$ cat src/srap_pkg.sv
// package for the serial register access port: constants, states, byte kinds
// assumes a single clock domain on mclk; all link pins are synchronised before use
// Functional notes
// two-wire start: data falls while clock high, repeated start included
// two-wire stop: data rises while clock high, engine returns to idle
// acknowledge: receiver holds data low through the ninth clock high time
// master reads by first writing address, write flag, then register index
// after index acknowledge master repeats start with address and read flag
// on address with read flag device acknowledges then drives selected register
// master ends read with not-acknowledge then stop; device releases data
// data left high on ninth clock is a not-acknowledge, ending the read
// four-wire master drives chip select low for a transfer, high after
// serial data output stays released whenever the device is not selected
// four-wire bytes shift most significant bit first, address and data alike
// four-wire data is sampled on the rising serial clock edge
// four-wire driven data changes on the falling serial clock edge
// master keeps four-wire clock at most 1MHz for full access; the bench host clocks at 6.25MHz (160 ns period)
// four-wire transfers take at least 16 clocks, two bytes or more
// first four-wire byte is address, all following bytes are data
// first address bit gives direction: 1 read, 0 write
// remaining seven address bits give register index A6 down to A0
// device accepts single and burst four-wire reads and writes
// master selects only one slave at a time
// two-wire write: address+write, index, data bytes, each acknowledged; the code not-acknowledges a data byte while the write buffer is full
// two-wire burst write increments register index after each data byte; the code does not increment it for a byte refused while the buffer is full
// two-wire address is 110100 followed by the address select pin level
// two-wire burst read: each master acknowledge advances to the next register
// four-wire bursts increment register index after each data byte
package srap_pkg;
  localparam int BYTE_BITS = 8;
  localparam int INDEX_BITS = 7;
  localparam int FIFO_DEPTH = 8;
  localparam int FIFO_WIDTH = INDEX_BITS + BYTE_BITS;
  // upper six bits of the two-wire device address, low bit from the pin
  localparam logic [5:0] DEV_ADDR_HI = 6'h34;
  // two-wire bit count at which a byte is complete
  localparam logic [3:0] I2C_BYTE_DONE = 4'h8;
  // four-wire bit position of the last bit in a byte
  localparam logic [2:0] SPI_LAST_BIT = 3'h7;
  // resting levels of the pins while nothing drives them
  localparam logic PIN_IDLE = 1'b1;
  localparam logic [6:0] INDEX_RESET = 7'h00;

  typedef enum logic [2:0] {
    I2C_IDLE,
    I2C_RX,
    I2C_RACK,
    I2C_TX,
    I2C_TACK,
    I2C_WAIT
  } srap_i2c_state_t;

  typedef enum logic [1:0] {
    KIND_ADDR,
    KIND_INDEX,
    KIND_DATA
  } srap_byte_kind_t;
endpackage : srap_pkg

$ cat src/srap_sync.sv
// two-stage synchroniser for pins arriving from outside the mclk domain
// assumes a synchronous active-high reset; reset value is the pin's resting level
`timescale 1ns/1ps
module srap_sync #(
  parameter int WIDTH = 1,
  parameter logic RESET_VAL = 1'b1
) (
  // clock and reset
  input wire logic mclk,
  input wire logic srst,
  // asynchronous input and its synchronised copy
  input wire logic [WIDTH-1:0] async_in,
  output logic [WIDTH-1:0] sync_out
);
  logic [WIDTH-1:0] meta_q;

  // first stage feeds only the second stage
  always_ff @(posedge mclk) begin
    if (srst) begin
      meta_q <= {WIDTH{RESET_VAL}};
      sync_out <= {WIDTH{RESET_VAL}};
    end else begin
      meta_q <= async_in;
      sync_out <= meta_q;
    end
  end
endmodule : srap_sync

$ cat src/srap_fifo.sv
// write-request buffer between the serial engines and the register file
// assumes DEPTH is a power of two; single clock, synchronous reset
`timescale 1ns/1ps
module srap_fifo #(
  parameter int WIDTH = 15,
  parameter int DEPTH = 8
) (
  // clock and reset
  input wire logic mclk,
  input wire logic srst,
  // filling side
  input wire logic in_valid,
  output logic in_ready,
  input wire logic [WIDTH-1:0] in_data,
  // draining side
  output logic out_valid,
  input wire logic out_ready,
  output logic [WIDTH-1:0] out_data
);
  localparam int PW = $clog2(DEPTH);

  logic [WIDTH-1:0] mem [DEPTH];
  logic [PW:0] wr_ptr_q;
  logic [PW:0] rd_ptr_q;
  logic do_push;
  logic do_pop;

  // full when pointers differ only in the wrap bit
  assign in_ready = !((wr_ptr_q[PW] != rd_ptr_q[PW]) && (wr_ptr_q[PW-1:0] == rd_ptr_q[PW-1:0]));
  assign out_valid = (wr_ptr_q != rd_ptr_q);
  assign out_data = mem[rd_ptr_q[PW-1:0]];
  assign do_push = in_valid && in_ready;
  assign do_pop = out_valid && out_ready;

  // storage array
  always_ff @(posedge mclk) begin
    if (do_push) begin
      mem[wr_ptr_q[PW-1:0]] <= in_data;
    end
  end

  // pointers
  always_ff @(posedge mclk) begin
    if (srst) begin
      wr_ptr_q <= '0;
      rd_ptr_q <= '0;
    end else begin
      if (do_push) begin
        wr_ptr_q <= wr_ptr_q + 1'b1;
      end
      if (do_pop) begin
        rd_ptr_q <= rd_ptr_q + 1'b1;
      end
    end
  end
endmodule : srap_fifo

$ cat src/srap_top.sv
// serial register access port: two-wire and four-wire slave engines
// assumes the register file answers rd_data combinationally from rd_index on mclk,
// and drains write requests through reg_wr_valid / reg_wr_ready
`timescale 1ns/1ps
module srap_top (
  // clock and reset
  input wire logic mclk,
  input wire logic srst,
  // serial clock pin, shared by both protocols
  input wire logic scl_in,
  // two-wire data / four-wire data input pin
  input wire logic sda_in,
  output logic sda_out,
  output logic sda_oe_n,
  // four-wire chip select, active low
  input wire logic cs_n_in,
  // address select input / four-wire data output pin
  input wire logic address_select_pin,
  output logic sdo_out,
  output logic sdo_oe_n,
  // register write requests
  output logic reg_wr_valid,
  input wire logic reg_wr_ready,
  output logic [6:0] reg_wr_index,
  output logic [7:0] reg_wr_data,
  // register read port
  output logic [6:0] rd_index,
  input wire logic [7:0] rd_data,
  // status
  output logic wr_dropped,
  output logic link_busy
);
  // synchronised pins
  logic scl_s;
  logic sda_s;
  logic cs_n_s;
  logic ad_s;
  logic scl_d_q;
  logic sda_d_q;
  logic scl_rise;
  logic scl_fall;
  logic start_det;
  logic stop_det;
  logic spi_sel;

  // two-wire engine state
  srap_pkg::srap_i2c_state_t i2c_st_q;
  srap_pkg::srap_byte_kind_t i2c_kind_q;
  logic [3:0] i2c_cnt_q;
  logic [7:0] i2c_sh_q;
  logic i2c_rw_q;
  logic i2c_mack_q;
  logic [6:0] i2c_idx_q;
  logic i2c_push_q;
  logic [14:0] i2c_pdata_q;
  logic sda_oe_n_q;

  // four-wire engine state
  logic spi_first_q;
  logic [2:0] spi_cnt_q;
  logic [7:0] spi_sh_q;
  logic [7:0] spi_osh_q;
  logic spi_rw_q;
  logic [6:0] spi_idx_q;
  logic spi_push_q;
  logic [14:0] spi_pdata_q;
  logic sdo_out_q;
  logic sdo_oe_n_q;
  logic wr_dropped_q;

  // shared outputs
  logic [6:0] rd_index_q;
  logic link_busy_q;
  logic sda_out_q;
  logic push_valid;
  logic push_ready;
  logic [14:0] push_data;
  logic [14:0] fifo_out;
  logic [7:0] spi_byte;

  // pins pass two flip-flops before any logic sees them
  srap_sync #(
    .WIDTH(4),
    .RESET_VAL(srap_pkg::PIN_IDLE)
  ) u_sync (
    .mclk(mclk),
    .srst(srst),
    .async_in({scl_in, sda_in, cs_n_in, address_select_pin}),
    .sync_out({scl_s, sda_s, cs_n_s, ad_s})
  );

  // delayed copies for edge detection
  always_ff @(posedge mclk) begin
    if (srst) begin
      scl_d_q <= srap_pkg::PIN_IDLE;
      sda_d_q <= srap_pkg::PIN_IDLE;
    end else begin
      scl_d_q <= scl_s;
      sda_d_q <= sda_s;
    end
  end

  // edges of the serial clock and bus conditions
  assign scl_rise = scl_s && !scl_d_q;
  assign scl_fall = !scl_s && scl_d_q;
  assign start_det = scl_s && scl_d_q && sda_d_q && !sda_s;
  assign stop_det = scl_s && scl_d_q && !sda_d_q && sda_s;
  assign spi_sel = !cs_n_s;
  assign spi_byte = {spi_sh_q[6:0], sda_s};

  // two-wire engine; held idle while the four-wire select is active
  always_ff @(posedge mclk) begin
    if (srst || spi_sel) begin
      i2c_st_q <= srap_pkg::I2C_IDLE;
      i2c_kind_q <= srap_pkg::KIND_ADDR;
      i2c_cnt_q <= '0;
      i2c_sh_q <= '0;
      i2c_rw_q <= 1'b0;
      i2c_mack_q <= 1'b0;
      i2c_push_q <= 1'b0;
      i2c_pdata_q <= '0;
      sda_oe_n_q <= 1'b1;
      if (srst) begin
        i2c_idx_q <= srap_pkg::INDEX_RESET;
      end
    end else begin
      i2c_push_q <= 1'b0;
      if (start_det) begin
        // start or repeated start: expect an address byte
        i2c_st_q <= srap_pkg::I2C_RX;
        i2c_kind_q <= srap_pkg::KIND_ADDR;
        i2c_cnt_q <= '0;
        sda_oe_n_q <= 1'b1;
      end else if (stop_det) begin
        i2c_st_q <= srap_pkg::I2C_IDLE;
        sda_oe_n_q <= 1'b1;
      end else begin
        unique case (i2c_st_q)
          srap_pkg::I2C_IDLE, srap_pkg::I2C_WAIT: begin
            sda_oe_n_q <= 1'b1;
          end
          srap_pkg::I2C_RX: begin
            if (scl_rise) begin
              i2c_sh_q <= {i2c_sh_q[6:0], sda_s};
              i2c_cnt_q <= i2c_cnt_q + 4'h1;
            end else if (scl_fall && i2c_cnt_q == srap_pkg::I2C_BYTE_DONE) begin
              i2c_cnt_q <= '0;
              i2c_st_q <= srap_pkg::I2C_RACK;
              unique case (i2c_kind_q)
                srap_pkg::KIND_ADDR: begin
                  if (i2c_sh_q[7:1] == {srap_pkg::DEV_ADDR_HI, ad_s}) begin
                    sda_oe_n_q <= 1'b0;
                    i2c_rw_q <= i2c_sh_q[0];
                    if (!i2c_sh_q[0]) begin
                      i2c_kind_q <= srap_pkg::KIND_INDEX;
                    end
                  end else begin
                    i2c_st_q <= srap_pkg::I2C_WAIT;
                  end
                end
                srap_pkg::KIND_INDEX: begin
                  sda_oe_n_q <= 1'b0;
                  i2c_idx_q <= i2c_sh_q[6:0];
                  i2c_kind_q <= srap_pkg::KIND_DATA;
                end
                default: begin
                  // data byte: refused with a not-acknowledge when the buffer is full
                  if (push_ready) begin
                    sda_oe_n_q <= 1'b0;
                    i2c_push_q <= 1'b1;
                    i2c_pdata_q <= {i2c_idx_q, i2c_sh_q};
                    i2c_idx_q <= i2c_idx_q + 7'h01;
                  end
                end
              endcase
            end
          end
          srap_pkg::I2C_RACK: begin
            if (scl_fall) begin
              if (i2c_kind_q == srap_pkg::KIND_ADDR && i2c_rw_q) begin
                // first read byte goes out right after the address acknowledge
                i2c_sh_q <= rd_data;
                sda_oe_n_q <= rd_data[7];
                i2c_st_q <= srap_pkg::I2C_TX;
              end else begin
                sda_oe_n_q <= 1'b1;
                i2c_st_q <= srap_pkg::I2C_RX;
              end
            end
          end
          srap_pkg::I2C_TX: begin
            if (scl_fall) begin
              if (i2c_cnt_q == 4'h7) begin
                // release for the master's acknowledge bit
                sda_oe_n_q <= 1'b1;
                i2c_cnt_q <= '0;
                i2c_st_q <= srap_pkg::I2C_TACK;
              end else begin
                i2c_cnt_q <= i2c_cnt_q + 4'h1;
                i2c_sh_q <= {i2c_sh_q[6:0], 1'b0};
                sda_oe_n_q <= i2c_sh_q[6];
              end
            end
          end
          srap_pkg::I2C_TACK: begin
            if (scl_rise) begin
              i2c_mack_q <= !sda_s;
              if (!sda_s) begin
                i2c_idx_q <= i2c_idx_q + 7'h01;
              end
            end else if (scl_fall) begin
              if (i2c_mack_q) begin
                i2c_sh_q <= rd_data;
                sda_oe_n_q <= rd_data[7];
                i2c_st_q <= srap_pkg::I2C_TX;
              end else begin
                i2c_st_q <= srap_pkg::I2C_WAIT;
              end
            end
          end
          default: begin
            i2c_st_q <= srap_pkg::I2C_IDLE;
          end
        endcase
      end
    end
  end

  // four-wire engine; a deselect aborts any partial byte
  always_ff @(posedge mclk) begin
    if (srst || !spi_sel) begin
      spi_first_q <= 1'b1;
      spi_cnt_q <= '0;
      spi_sh_q <= '0;
      spi_osh_q <= '0;
      spi_rw_q <= 1'b0;
      spi_push_q <= 1'b0;
      spi_pdata_q <= '0;
      sdo_out_q <= 1'b0;
      wr_dropped_q <= 1'b0;
      if (srst) begin
        spi_idx_q <= srap_pkg::INDEX_RESET;
      end
    end else begin
      spi_push_q <= 1'b0;
      wr_dropped_q <= 1'b0;
      if (scl_rise) begin
        spi_sh_q <= spi_byte;
        spi_cnt_q <= spi_cnt_q + 3'h1;
        if (spi_cnt_q == srap_pkg::SPI_LAST_BIT) begin
          if (spi_first_q) begin
            spi_first_q <= 1'b0;
            spi_rw_q <= spi_byte[7];
            spi_idx_q <= spi_byte[6:0];
          end else begin
            if (!spi_rw_q) begin
              if (push_ready) begin
                spi_push_q <= 1'b1;
                spi_pdata_q <= {spi_idx_q, spi_byte};
              end else begin
                wr_dropped_q <= 1'b1;
              end
            end
            spi_idx_q <= spi_idx_q + 7'h01;
          end
        end
      end else if (scl_fall && !spi_first_q && spi_rw_q) begin
        if (spi_cnt_q == 3'h0) begin
          // byte boundary: fetch the register at the current index
          sdo_out_q <= rd_data[7];
          spi_osh_q <= {rd_data[6:0], 1'b0};
        end else begin
          sdo_out_q <= spi_osh_q[7];
          spi_osh_q <= {spi_osh_q[6:0], 1'b0};
        end
      end
    end
  end

  // data output drives only while selected
  always_ff @(posedge mclk) begin
    if (srst) begin
      sdo_oe_n_q <= 1'b1;
    end else begin
      sdo_oe_n_q <= cs_n_s;
    end
  end

  // read index, busy flag and the constant open-drain level
  always_ff @(posedge mclk) begin
    if (srst) begin
      rd_index_q <= srap_pkg::INDEX_RESET;
      link_busy_q <= 1'b0;
      sda_out_q <= 1'b0;
    end else begin
      rd_index_q <= spi_sel ? spi_idx_q : i2c_idx_q;
      link_busy_q <= spi_sel || (i2c_st_q != srap_pkg::I2C_IDLE);
      sda_out_q <= 1'b0;
    end
  end

  // only one engine runs at a time, so the pushes never collide
  assign push_valid = i2c_push_q || spi_push_q;
  assign push_data = i2c_push_q ? i2c_pdata_q : spi_pdata_q;

  srap_fifo #(
    .WIDTH(srap_pkg::FIFO_WIDTH),
    .DEPTH(srap_pkg::FIFO_DEPTH)
  ) u_fifo (
    .mclk(mclk),
    .srst(srst),
    .in_valid(push_valid),
    .in_ready(push_ready),
    .in_data(push_data),
    .out_valid(reg_wr_valid),
    .out_ready(reg_wr_ready),
    .out_data(fifo_out)
  );

  assign reg_wr_index = fifo_out[14:8];
  assign reg_wr_data = fifo_out[7:0];
  assign rd_index = rd_index_q;
  assign sda_out = sda_out_q;
  assign sda_oe_n = sda_oe_n_q;
  assign sdo_out = sdo_out_q;
  assign sdo_oe_n = sdo_oe_n_q;
  assign wr_dropped = wr_dropped_q;
  assign link_busy = link_busy_q;
endmodule : srap_top

$ cat config.mk
export PLATFORM = sky130hd
export DESIGN_NAME = srap_top
export DESIGN_NICKNAME = d
export VERILOG_FILES = /design/src/srap_pkg.sv /design/src/srap_sync.sv /design/src/srap_fifo.sv /design/src/srap_top.sv
export SDC_FILE = /design/constraint.sdc
export NUM_CORES = 1
export LEC_CHECK = 0
export ABC_CLOCK_PERIOD_IN_PS = 2710
export BUFFER_PORTS_ARGS = -buffer_cell sky130_fd_sc_hd__buf_4
export CELL_PAD_IN_SITES_DETAIL_PLACEMENT = 1
export CELL_PAD_IN_SITES_GLOBAL_PLACEMENT = 1
export CORE_ASPECT_RATIO = 0.7
export CORE_MARGIN = 2
export CORE_UTILIZATION = 46
export CTS_CLUSTER_DIAMETER = 150
export DETAILED_ROUTE_END_ITERATION = 8
export GPL_TIMING_DRIVEN = 0
export PLACE_DENSITY = 0.78
export SLEW_MARGIN = 15
export SYNTH_ARGS = -nofsm -noshare
export SYNTH_HDL_FRONTEND = slang
export SYNTH_SLANG_ARGS = --single-unit
$ cat constraint.sdc
create_clock -name mclk -period 2.71 [get_ports mclk]
set_input_delay 0.1355 -clock mclk [delete_from_list [all_inputs] [get_ports mclk]]
set_output_delay 0.1355 -clock mclk [all_outputs]
set_load 0.05 [all_outputs]
==> run_results.csv, run 1 <==
group,metric,value,unit
cts,ctsLongestPathBuffers,3,
power,p_leak,0.004067,µW
layout,drive_gt1_share,22.21,%
cts,cts_max_level,1,
hold_path,hp-class,"input pin to flop",
sta,fmax,385.9,MHz
cts,clockRootBuffer,"clkbuf_16",
grt,antenna_found_initial,0,
power,clockPowerShare,44.9,%
logic_synthesis,yosysTopAreaCell,"edfxtp_1",
cts,numCtsBuffers,24,
grt,grt_overflow,0,
floorplanning,rows,44,
floorplanning,core,0.02092,mm²
logic_synthesis,synth_fa_ha_area_share,1.138,%
power,swShare,20.84,%
power,power_density,635.7,mW/mm²
drt,wl_per_cell,23.11,µm
drt,firstDrtPassIters,5,
job,maxCapViolCount,0,
logic_synthesis,synth_cell_types,60,
logic_synthesis,ys.warnings.count,0,
layout,syn2layout_area_growth,17.22,%
logic_synthesis,synth_largest_type_area_fraction,40.65,%
grt,grt_pass1_vias,7170,
grt,grt_max_degree,16,
logic_synthesis,synth_top_cells_by_area,"edfxtp_1, dfxtp_1, mux4_2",
cts,cts.sinks,237,
grt,grt_use_total,23.96,%
setup_path,critPathCaptureType,"output port",
sta,rsz0062_at_grt,"no",
floorplanning,die_area,0.02273,mm²
placed_design,numPortBuffers,42,
power,p_switching,1537,µW
logic_synthesis,synth-edff-count,134,
drt,drt_iter0_drc,520,
sta,skew,0.01883,ns
placed_design,hpwlAfterDp,18470,µm
drt,vias,6604,
setup_path,timing_worst_setup_path_type,"flop to output port",
logic_synthesis,netlist_area,0.009898,mm²
floorplanning,start_util,47.31,%
outcome,outcome,"completed",
drt,ant_nets,0,
logic_synthesis,synth_compound_area_share,6.624,%
logic_synthesis,ys_seq_elements,237,
power,p_comb_share,3.2,%
layout,nNetsFinal,875,
setup_path,cp.required,2.57,ns
logic_synthesis,synthCells,766,
placed_design,gp_congestion,0.8736,
setup_path,rrSetupSlack,0.18,ns
logic_synthesis,syn_area_per_cell,12.92,µm²
power,sequentialPowerShare,51.9,%
drt,finalWirelength,26460,µm
sta,final.min_clock_period,2.591,ns
power,p_int,5839,µW
logic_synthesis,yosys.area_share.simple,11.02,%
grt,grt_pass1_wl,41510,µm
floorplanning,die_height,126.7,µm
setup_path,arrival,2.46,ns
logic_synthesis,synth_top_family_by_area,"multiplexers",
drt,drc_errors,0,
floorplanning,io-pin-count,44,
cts,clkTransAtPathRegs,0.06,ns
setup_path,startpoint_type,"flop",
sta,finalSetupTns,0,ns
logic_synthesis,syn_nets,790,
layout,final_util,55.46,%
logic_synthesis,muxShareOfSynthArea,14.89,%
cts,insertion_delay,0.51,ns
setup_path,cp_max_fo,10,
sta,period_share,95.62,%
logic_synthesis,synth_xor_xnor_area_share,2.212,%
floorplanning,die_w,179.3,µm
cts,cts_tree,"yes",
sta,slew_headroom,41.10,%
layout,n_antenna_cell,0,
logic_synthesis,ys.flop_type,"edfxtp_1",
sta,tightestPinTransition,0.8816,ns
sta,hold_violations,0,
power,ir_drop,359.5,µV
sta,drv_slew,0,
sta,setup_viol,0,
drt,via_per_inst,5.768,
logic_synthesis,synthArstFlopShare,0,%
logic_synthesis,synth_seq_area_share,61.48,%
-- cell type report --
| class | instances | area, µm² |
|---|---|---|
| repair buffers | 60 | 519.2 |
| multi-input cells | 470 | 3602 |
| well taps | 276 | 345.3 |
| plain buffers | 47 | 217.7 |
| flip-flops and latches | 237 | 6086 |
| fillers | 2118 | 9318 |
| clock inverters | 12 | 107.6 |
| clock buffers | 32 | 683.2 |
| inverters | 11 | 41.29 |
-- Yosys cell counts, types with 10 or more instances --
cell,count
edfxtp_1,134
dfxtp_1,103
nor2_1,79
nand2_1,58
a21oi_1,47
mux2i_1,46
mux2_2,30
mux4_2,30
clkbuf_1,28
xnor2_1,19
o21ai_0,14
or2_2,14
a211oi_1,13
nand3_1,12
inv_1,11
buf_2,10
-- stage by stage --
step           std cells  setup slack [ns]  hold WS (ns)  total power [µW]  instance area [µm²]
3_3_place_gp        1084            -1.195        0.3210              4115                10560
3_5_place_dp        1090           -0.2294        0.3248              4125                10660
4_1_cts             1145           0.03412      0.006177              7423                11590
6_report            1145            0.1187       0.01725              7376                11600
2_1_floorplan        766          0.002716        0.2393              4033                 9903
5_1_grt             1145           0.01217       0.01062              7598                11600
-- worst max-delay path, stage by stage (launching register included) --
cell and delay (ns):
dfxtp_1 0.37, clkdlybuf4s18_2 0.51, mux4_2 0.58, mux2_2 0.28
buf_4 0.19
-- cell usage in the layout, fill, tap and decap left out, types with 19 or more instances in the layout --
| cell | n |
|---|---|
| mux2i_1 | 46 |
| clkbuf_1 | 32 |
| mux4_2 | 30 |
| nand2_1 | 58 |
| a21oi_1 | 47 |
| xnor2_1 | 19 |
| dfxtp_1 | 103 |
| clkbuf_16 | 26 |
| mux2_2 | 30 |
| nor2_1 | 74 |
| buf_4 | 48 |
| edfxtp_1 | 134 |
-- final timing paths --
kind | startpoint | end | cells past startpoint
setup / recovery | flop | reg_wr_index[1] | 4
hold / removal | rd_data[4] | spi_osh_q[5] | 3
setup reg to reg | u_fifo.wr_ptr_q[0] | u_fifo.mem[4][7] | 7
hold reg to reg | u_sync.meta_q[3] | u_sync.sync_out[3] | 1
-- metal layers --
| metal | vias to the layer above | global-route usage, % | wire length [µm] |
|---|---|---|---|
| met2 | 202 | 38.97 | 12500 |
| met4 | 0 | 5.028 | 513 |
| met1 | 3389 | 34.50 | 12010 |
| li1 | 2968 | - | - |
| met5 | - | 0 | 0 |
| met3 | 45 | 3.207 | 1431 |
-- flip-flops by register name, summed over array words and instances, names as in the netlist, 3 cells and up, named ones only --
| register | count |
|---|---|
| i2c_sh_q | 8 |
| rd_index | 7 |
| i2c_pdata_q | 15 |
| spi_osh_q | 7 |
| spi_idx_q | 7 |
| spi_cnt_q | 3 |
| spi_sh_q | 7 |
| i2c_st_q | 3 |
| i2c_idx_q | 7 |
| u_fifo.rd_ptr_q | 4 |
| u_sync.meta_q | 4 |
| u_sync.sync_out | 4 |
| i2c_cnt_q | 4 |
| u_fifo.wr_ptr_q | 4 |
| spi_pdata_q | 15 |
| u_fifo.mem | 120 |
-- power by group through the flow --
stage,logic [µW],clock network (µW),registers (µW)
detailed placement,220,0,3910
global route,247,3520,3830
floorplan,108,0,3920
CTS,230,3370,3830
global placement,212,0,3900
finish,233,3310,3830
-- timing repair --
action,in CTS,in global routing
setup buffers,4,1
resized for setup,4,2
endpoints found under the setup margin,63,16
hold endpoints to repair,7,0
hold buffers,7,0
pin swaps,2,1
-- cell families (layout without fill, tap and decap cells) --
logic type,Yosys count,after routing
compound gates,107,107
xor+xnor,25,25
fa+ha+maj,9,9
buf+inv,59,162
flops,237,237
mux,106,106
other cells,1,1
simple gates,222,222
No activity file was read; power rests on OpenSTA's default activity.
==> run 2, diff against run 1 <==
ABC_CLOCK_PERIOD_IN_PS = 3150   (was 2710)
CORE_UTILIZATION = 55   (was 46)
PLACE_DENSITY = 0.87   (was 0.78)
clock period = 3.15 ns   (was 2.71 ns; I/O delays follow)
==> run 2 against run 1 <==
  * The flow now finishes with violations (hold timing)
  * Non-clock buffer count shrank 1
  * Sequential cell count stayed put
  * Combinational power is 8.6% lower
  * Sequential share of layout area increased by 0.49 points
  * Final area shrank 0.93%
  * Sequential power decreased by 14%
  * Die area is 16% lower
  * First-iteration DRC count is 77% higher
  * Highest routed layer unchanged
==> run_results.csv, run 2 (synthesized netlist as in run 1, its figures left out) <==
group,metric,value,unit
outcome,outcome,"finished, violations left",
outcome,failed_checks,"hold timing",
floorplanning,core,0.01780,mm²
layout,fin_area,0.01149,mm²
cts,cts_max_level,1,
power,p_leak,0.004040,µW
cts,cts.sinks,237,
sta,slew_headroom,35.68,%
placed_design,hpwlAfterDp,19320,µm
layout,drive_gt1_share,21.36,%
grt,antenna_found_initial,0,
layout,layout_common_cells,"edfxtp_1, dfxtp_1, nor2_1",
placed_design,numPortBuffers,42,
sta,final.min_clock_period,2.968,ns
setup_path,critPathCaptureType,"flop",
drt,finalWirelength,30600,µm
grt,grt_use_total,32.85,%
setup_path,startpoint_type,"flop",
power,power_density,563.6,mW/mm²
job,maxCapViolCount,0,
floorplanning,die_height,116.2,µm
setup_path,cp_max_fo,9,
power,ir_drop,357.5,µV
grt,grt_pass1_wl,45910,µm
setup_path,cp.required,3.37,ns
grt,grt_overflow,0,
drt,ant_nets,0,
grt,grt_pass1_vias,7455,
setup_path,slowest_stage,"a41oi_1",
drt,via_per_inst,6.467,
placed_design,place_area,0.01063,mm²
placed_design,gp_congestion,0.9168,
floorplanning,io-pin-count,44,
layout,largest_reg_flops,120,
floorplanning,rows,41,
cts,cts_tree,"yes",
power,power,6478,µW
drt,drc_errors,0,
floorplanning,die_area,0.01910,mm²
layout,nNetsFinal,873,
cts,ctsLongestPathBuffers,3,
layout,syn2layout_area_growth,16.13,%
sta,period_share,94.21,%
layout,regArea,0.006086,mm²
cts,clockRootBuffer,"clkbuf_16",
setup_path,arrival,3.19,ns
floorplanning,die_w,164.3,µm
setup_path,rrSetupSlack,0.18,ns
cts,clkTransAtPathRegs,0.09,ns
setup_path,critPathMaxStageDelay,0.63,ns
hold_path,hp-class,"input pin to flop",
setup_path,critical_path.top_delay_family,"simple AND/OR/NAND/NOR gates",
drt,drt_iter0_drc,922,
setup_path,timing_worst_setup_path_type,"flop to flop",
sta,drv_slew,0,
cts,post-cts-setup-buffers,0,
drt,firstDrtPassIters,5,
sta,skew,0.02261,ns
layout,nFillCells,1710,
grt,grt_max_degree,16,
cts,numCtsBuffers,23,
sta,finalSetupTns,0,ns
sta,fmax,337.0,MHz
drt,vias,7127,
setup_path,crit_chain,"clkbuf_1 > nor2_1 > a41oi_1 > nand2b_1 > nor3_4 > buf_4",
sta,fin_hold_ws,-0.007430,ns
layout,n_antenna_cell,0,
sta,tightestPinTransition,0.9648,ns
floorplanning,start_util,55.61,%
cts,insertion_delay,0.55,ns
sta,hold_violations,1,
layout,multi_input_area,0.003585,mm²
layout,final_common_cell,"edfxtp_1",
setup_path,worst-path-buf-inv,2,
drt,wl_per_cell,27.76,µm
sta,setup_viol,0,
sta,rsz0062_at_grt,"no",
run 2: metrics by stage:
step	utilization [%]	cells	setup slack, ns
after floorplan	-	766	0.4186
after global placement	59.04	1044	-0.7420
after detailed placement	59.71	1052	0.02006
final	64.57	1102	0.1823
after global routing	64.57	1102	0.02388
after CTS	64.54	1102	0.02681
run 2: area by class of cell:
class	instances	share of cell area, %
plain buffers	48	1.872
inverters	11	0.3592
well taps	236	2.569
flip-flops and latches	237	52.94
repair buffers	58	4.289
multi-input cells	470	31.19
clock inverters	12	1.371
clock buffers	30	5.410
run 2: path summary, 6_finish.rpt:
check,startpoint,end,depth (start not counted)
worst min register to register,u_sync.meta_q[3],u_sync.sync_out[3],1
worst max-delay path,i2c_push_q,u_fifo.mem[0][3],6
worst min-delay path,rd_data[6],spi_osh_q[7],3
worst max register to register,i2c_push_q,u_fifo.mem[0][3],6
run 2: worst reg2reg max path: stages, from the launching register on:
cell      delay [ns]
dfxtp_1         0.32
clkbuf_1        0.44
nor2_1          0.13
a41oi_1         0.63
nand2b_1        0.34
nor3_4          0.49
buf_4           0.31
run 2: power by group:
part / internal [µW] / switching, µW
Combinational: 72.4 / 141
Sequential: 3260 / 31.5
Clock: 1670 / 1310
run 2: metal layers:
metal / global-route usage, % / share of wire [%] / up-vias / routed length (µm)
met3: 6.428 / 8.6 / 122 / 2637
met2: 54.14 / 47 / 445 / 14510
met4: 13.86 / 4.2 / 0 / 1296
met5: 0 / 0 / - / 0
met1: 43.15 / 40 / 3590 / 12160
li1: - / - / 2970 / -
run 2: timing repair:
action / CTS / global route
endpoints found under the hold margin: 8 / 0
hold buffers: 8 / 0
setup endpoints to repair: 0 / 9
gates resized for setup: 0 / 1
==> run 3, diff against run 2 <==
==> constraint.sdc (replaced) <==
create_clock -name mclk -period 3.15 [get_ports mclk]
set_input_delay 0.4725 -clock mclk [delete_from_list [all_inputs] [get_ports mclk]]
set_output_delay 0.4725 -clock mclk [all_outputs]
set_load 0.05 [all_outputs]
==> run 3 against run 2 <==
  * The flow now finishes without violations
  * Clock-buffer cell count unchanged
  * Die area is the same
  * Critical endpoint is now reg_wr_data[4]
  * Combinational power shrank 6%
  * Final area down 0.63%
  * Cell count fell by 0.73%
  * Largest power group unchanged
  * Global-route usage shrank 1.7 points
  * Sequential power about the same
  * Non-clock buffer count decreased by 8
  * Clock power shrank 2%
==> run_results.csv, run 3 (synthesized netlist as in run 1, its figures left out) <==
group,metric,value,unit
outcome,outcome,"completed",
drt,ant_nets,0,
grt,grt_pass1_wl,44020,µm
setup_path,slowest_stage,"clkbuf_1",
sta,skew,0.01299,ns
sta,period_share,94.90,%
drt,vias,6888,
sta,hold_violations,0,
grt,grt_use_total,31.13,%
setup_path,reg2regPathDepth,6,
setup_path,critPathCaptureType,"output port",
placed_design,gp_congestion,0.9168,
setup_path,crit_chain,"clkbuf_1 > mux4_2 > mux2_2 > buf_4",
grt,grt_max_degree,16,
cts,cts.sinks,237,
setup_path,startpoint_type,"flop",
cts,cts_tree,"yes",
placed_design,dp_cells,1052,
cts,ctsLongestPathBuffers,3,
grt,busiest_layer,"met2",
setup_path,cp.required,2.68,ns
sta,tightestPinTransition,0.9087,ns
placed_design,hpwlAfterDp,19320,µm
placed_design,dp_slack,0.02006,ns
floorplanning,die_height,116.2,µm
grt,grt_overflow,0,
job,maxCapViolCount,0,
floorplanning,die_area,0.01910,mm²
layout,syn2layout_area_growth,15.40,%
layout,regArea,0.006086,mm²
drt,firstDrtPassIters,5,
layout,drive_gt1_share,21.68,%
cts,insertion_delay,0.53,ns
layout,n_antenna_cell,0,
cts,numCtsBuffers,23,
layout,nFillCells,1711,
cts,clkTransAtPathRegs,0.07,ns
placed_design,numPortBuffers,42,
hold_path,holdPathEnd,"u_sync.meta_q[2]",
setup_path,timing.rr.start,"i2c_push_q",
setup_path,timing_worst_setup_path_type,"flop to output port",
sta,drv_slew,0,
sta,rsz0062_at_grt,"no",
floorplanning,die_w,164.3,µm
setup_path,cp_max_fo,10,
drt,wl_per_cell,26.46,µm
grt,grtUsageMet2,51.97,%
sta,slew_headroom,39.42,%
layout,final_common_cell,"edfxtp_1",
layout,fin_area,0.01142,mm²
sta,finalSetupTns,0,ns
floorplanning,core,0.01780,mm²
layout,final_util,64.17,%
grt,grt_util_met1,41.25,%
sta,fmax,334.5,MHz
floorplanning,start_util,55.61,%
grt,grt_pass1_vias,7260,
sta,final.min_clock_period,2.989,ns
sta,setup_viol,0,
setup_path,rrSetupSlack,0.18,ns
layout,multi_input_area,0.003585,mm²
setup_path,worst_r2r_endpoint,"u_fifo.mem[0][7]",
hold_path,hp-start,"sda_in",
drt,finalWirelength,28940,µm
grt,antenna_found_initial,0,
cts,clockRootBuffer,"clkbuf_16",
power,p_leak,0.004009,µW
hold_path,hold-path-cell-count,2,
layout,layout_common_cells,"edfxtp_1, dfxtp_1, nor2_1",
floorplanning,io-pin-count,44,
floorplanning,rows,41,
hold_path,hp-class,"input pin to flop",
cts,cts_max_level,1,
placed_design,place_area,0.01063,mm²
layout,nNetsFinal,865,
power,ir_drop,347.2,µV
sta,fin_ws,0.1608,ns
drt,drc_errors,0,
drt,drt_iter0_drc,695,
power,power_density,559.7,mW/mm²
layout,final_cells,1094,
setup_path,arrival,2.52,ns
drt,via_per_inst,6.296,
grt,met3_usage,6.676,%
setup_path,critPathMaxStageDelay,0.68,ns
layout,largest_reg_flops,120,
run 3: cell count changes in the layout (fill, tap and decap cells not counted):
cell / before / now
dlygate4sd3_1: 8 / 0
clkdlybuf4s15_2: 0 / 1
buf_1: 6 / 5
run 3: final cells by class:
cell class | instances | share of cell area [%]
sequential | 237 | 53.28
inverter | 11 | 0.3615
timing repair buffer | 50 | 3.615
tap | 236 | 2.585
clock buffer | 30 | 5.444
multi-input combinational | 470 | 31.38
buffer | 48 | 1.950
clock inverter | 12 | 1.380
run 3: critical path, delay by kind of cell (launching register included):
kind	cells	cell delay, ns
multiplexers	2	0.75
buffers and inverters	2	0.87
flip-flops	1	0.37
run 3: worst max-delay path by stage:
stage | start | endpoint | slack [ns] | cells past startpoint
2_1_floorplan | u_fifo.wr_ptr_q[0] | u_fifo.mem[0][0] | 0.42 | 5
3_3_place_gp | i2c_push_q | u_fifo.mem[4][7] | -0.74 | 5
3_5_place_dp | i2c_push_q | u_fifo.mem[0][7] | 0.02 | 6
4_1_cts | i2c_push_q | u_fifo.mem[0][3] | 0.03 | 6
5_1_grt | i2c_push_q | u_fifo.mem[0][3] | 0.01 | 6
6_report | flop | reg_wr_data[4] | 0.16 | 4
run 3: through the flow:
stage	hold slack [ns]	power (µW)
final	0.1247	6393
after detailed placement	0.3992	3551
after global routing	0.1214	6539
after global placement	0.3934	3540
after floorplan	0.3895	3470
after CTS	0.1180	6391
run 3: timing repair:
action                     4_1_cts  5_1_grt
pin swaps                        0        0
hold buffers                     0        0
setup buffers                    0        0
gates resized for setup          2        1
setup endpoints to repair       10        9
run 3: layer usage:
metal	vias up	part of all wire, %
met2	354	48
li1	2950	-
met4	0	2.8
met3	71	8.5
met1	3513	41
met5	-	0
run 3: report_power, final:
group / total [µW] / leakage (µW) / internal (µW) / switching, µW
sequential: 3290 / 0.00209 / 3260 / 30.4
clock: 2900 / 0.000385 / 1660 / 1230
combinational: 201 / 0.00153 / 65.9 / 135
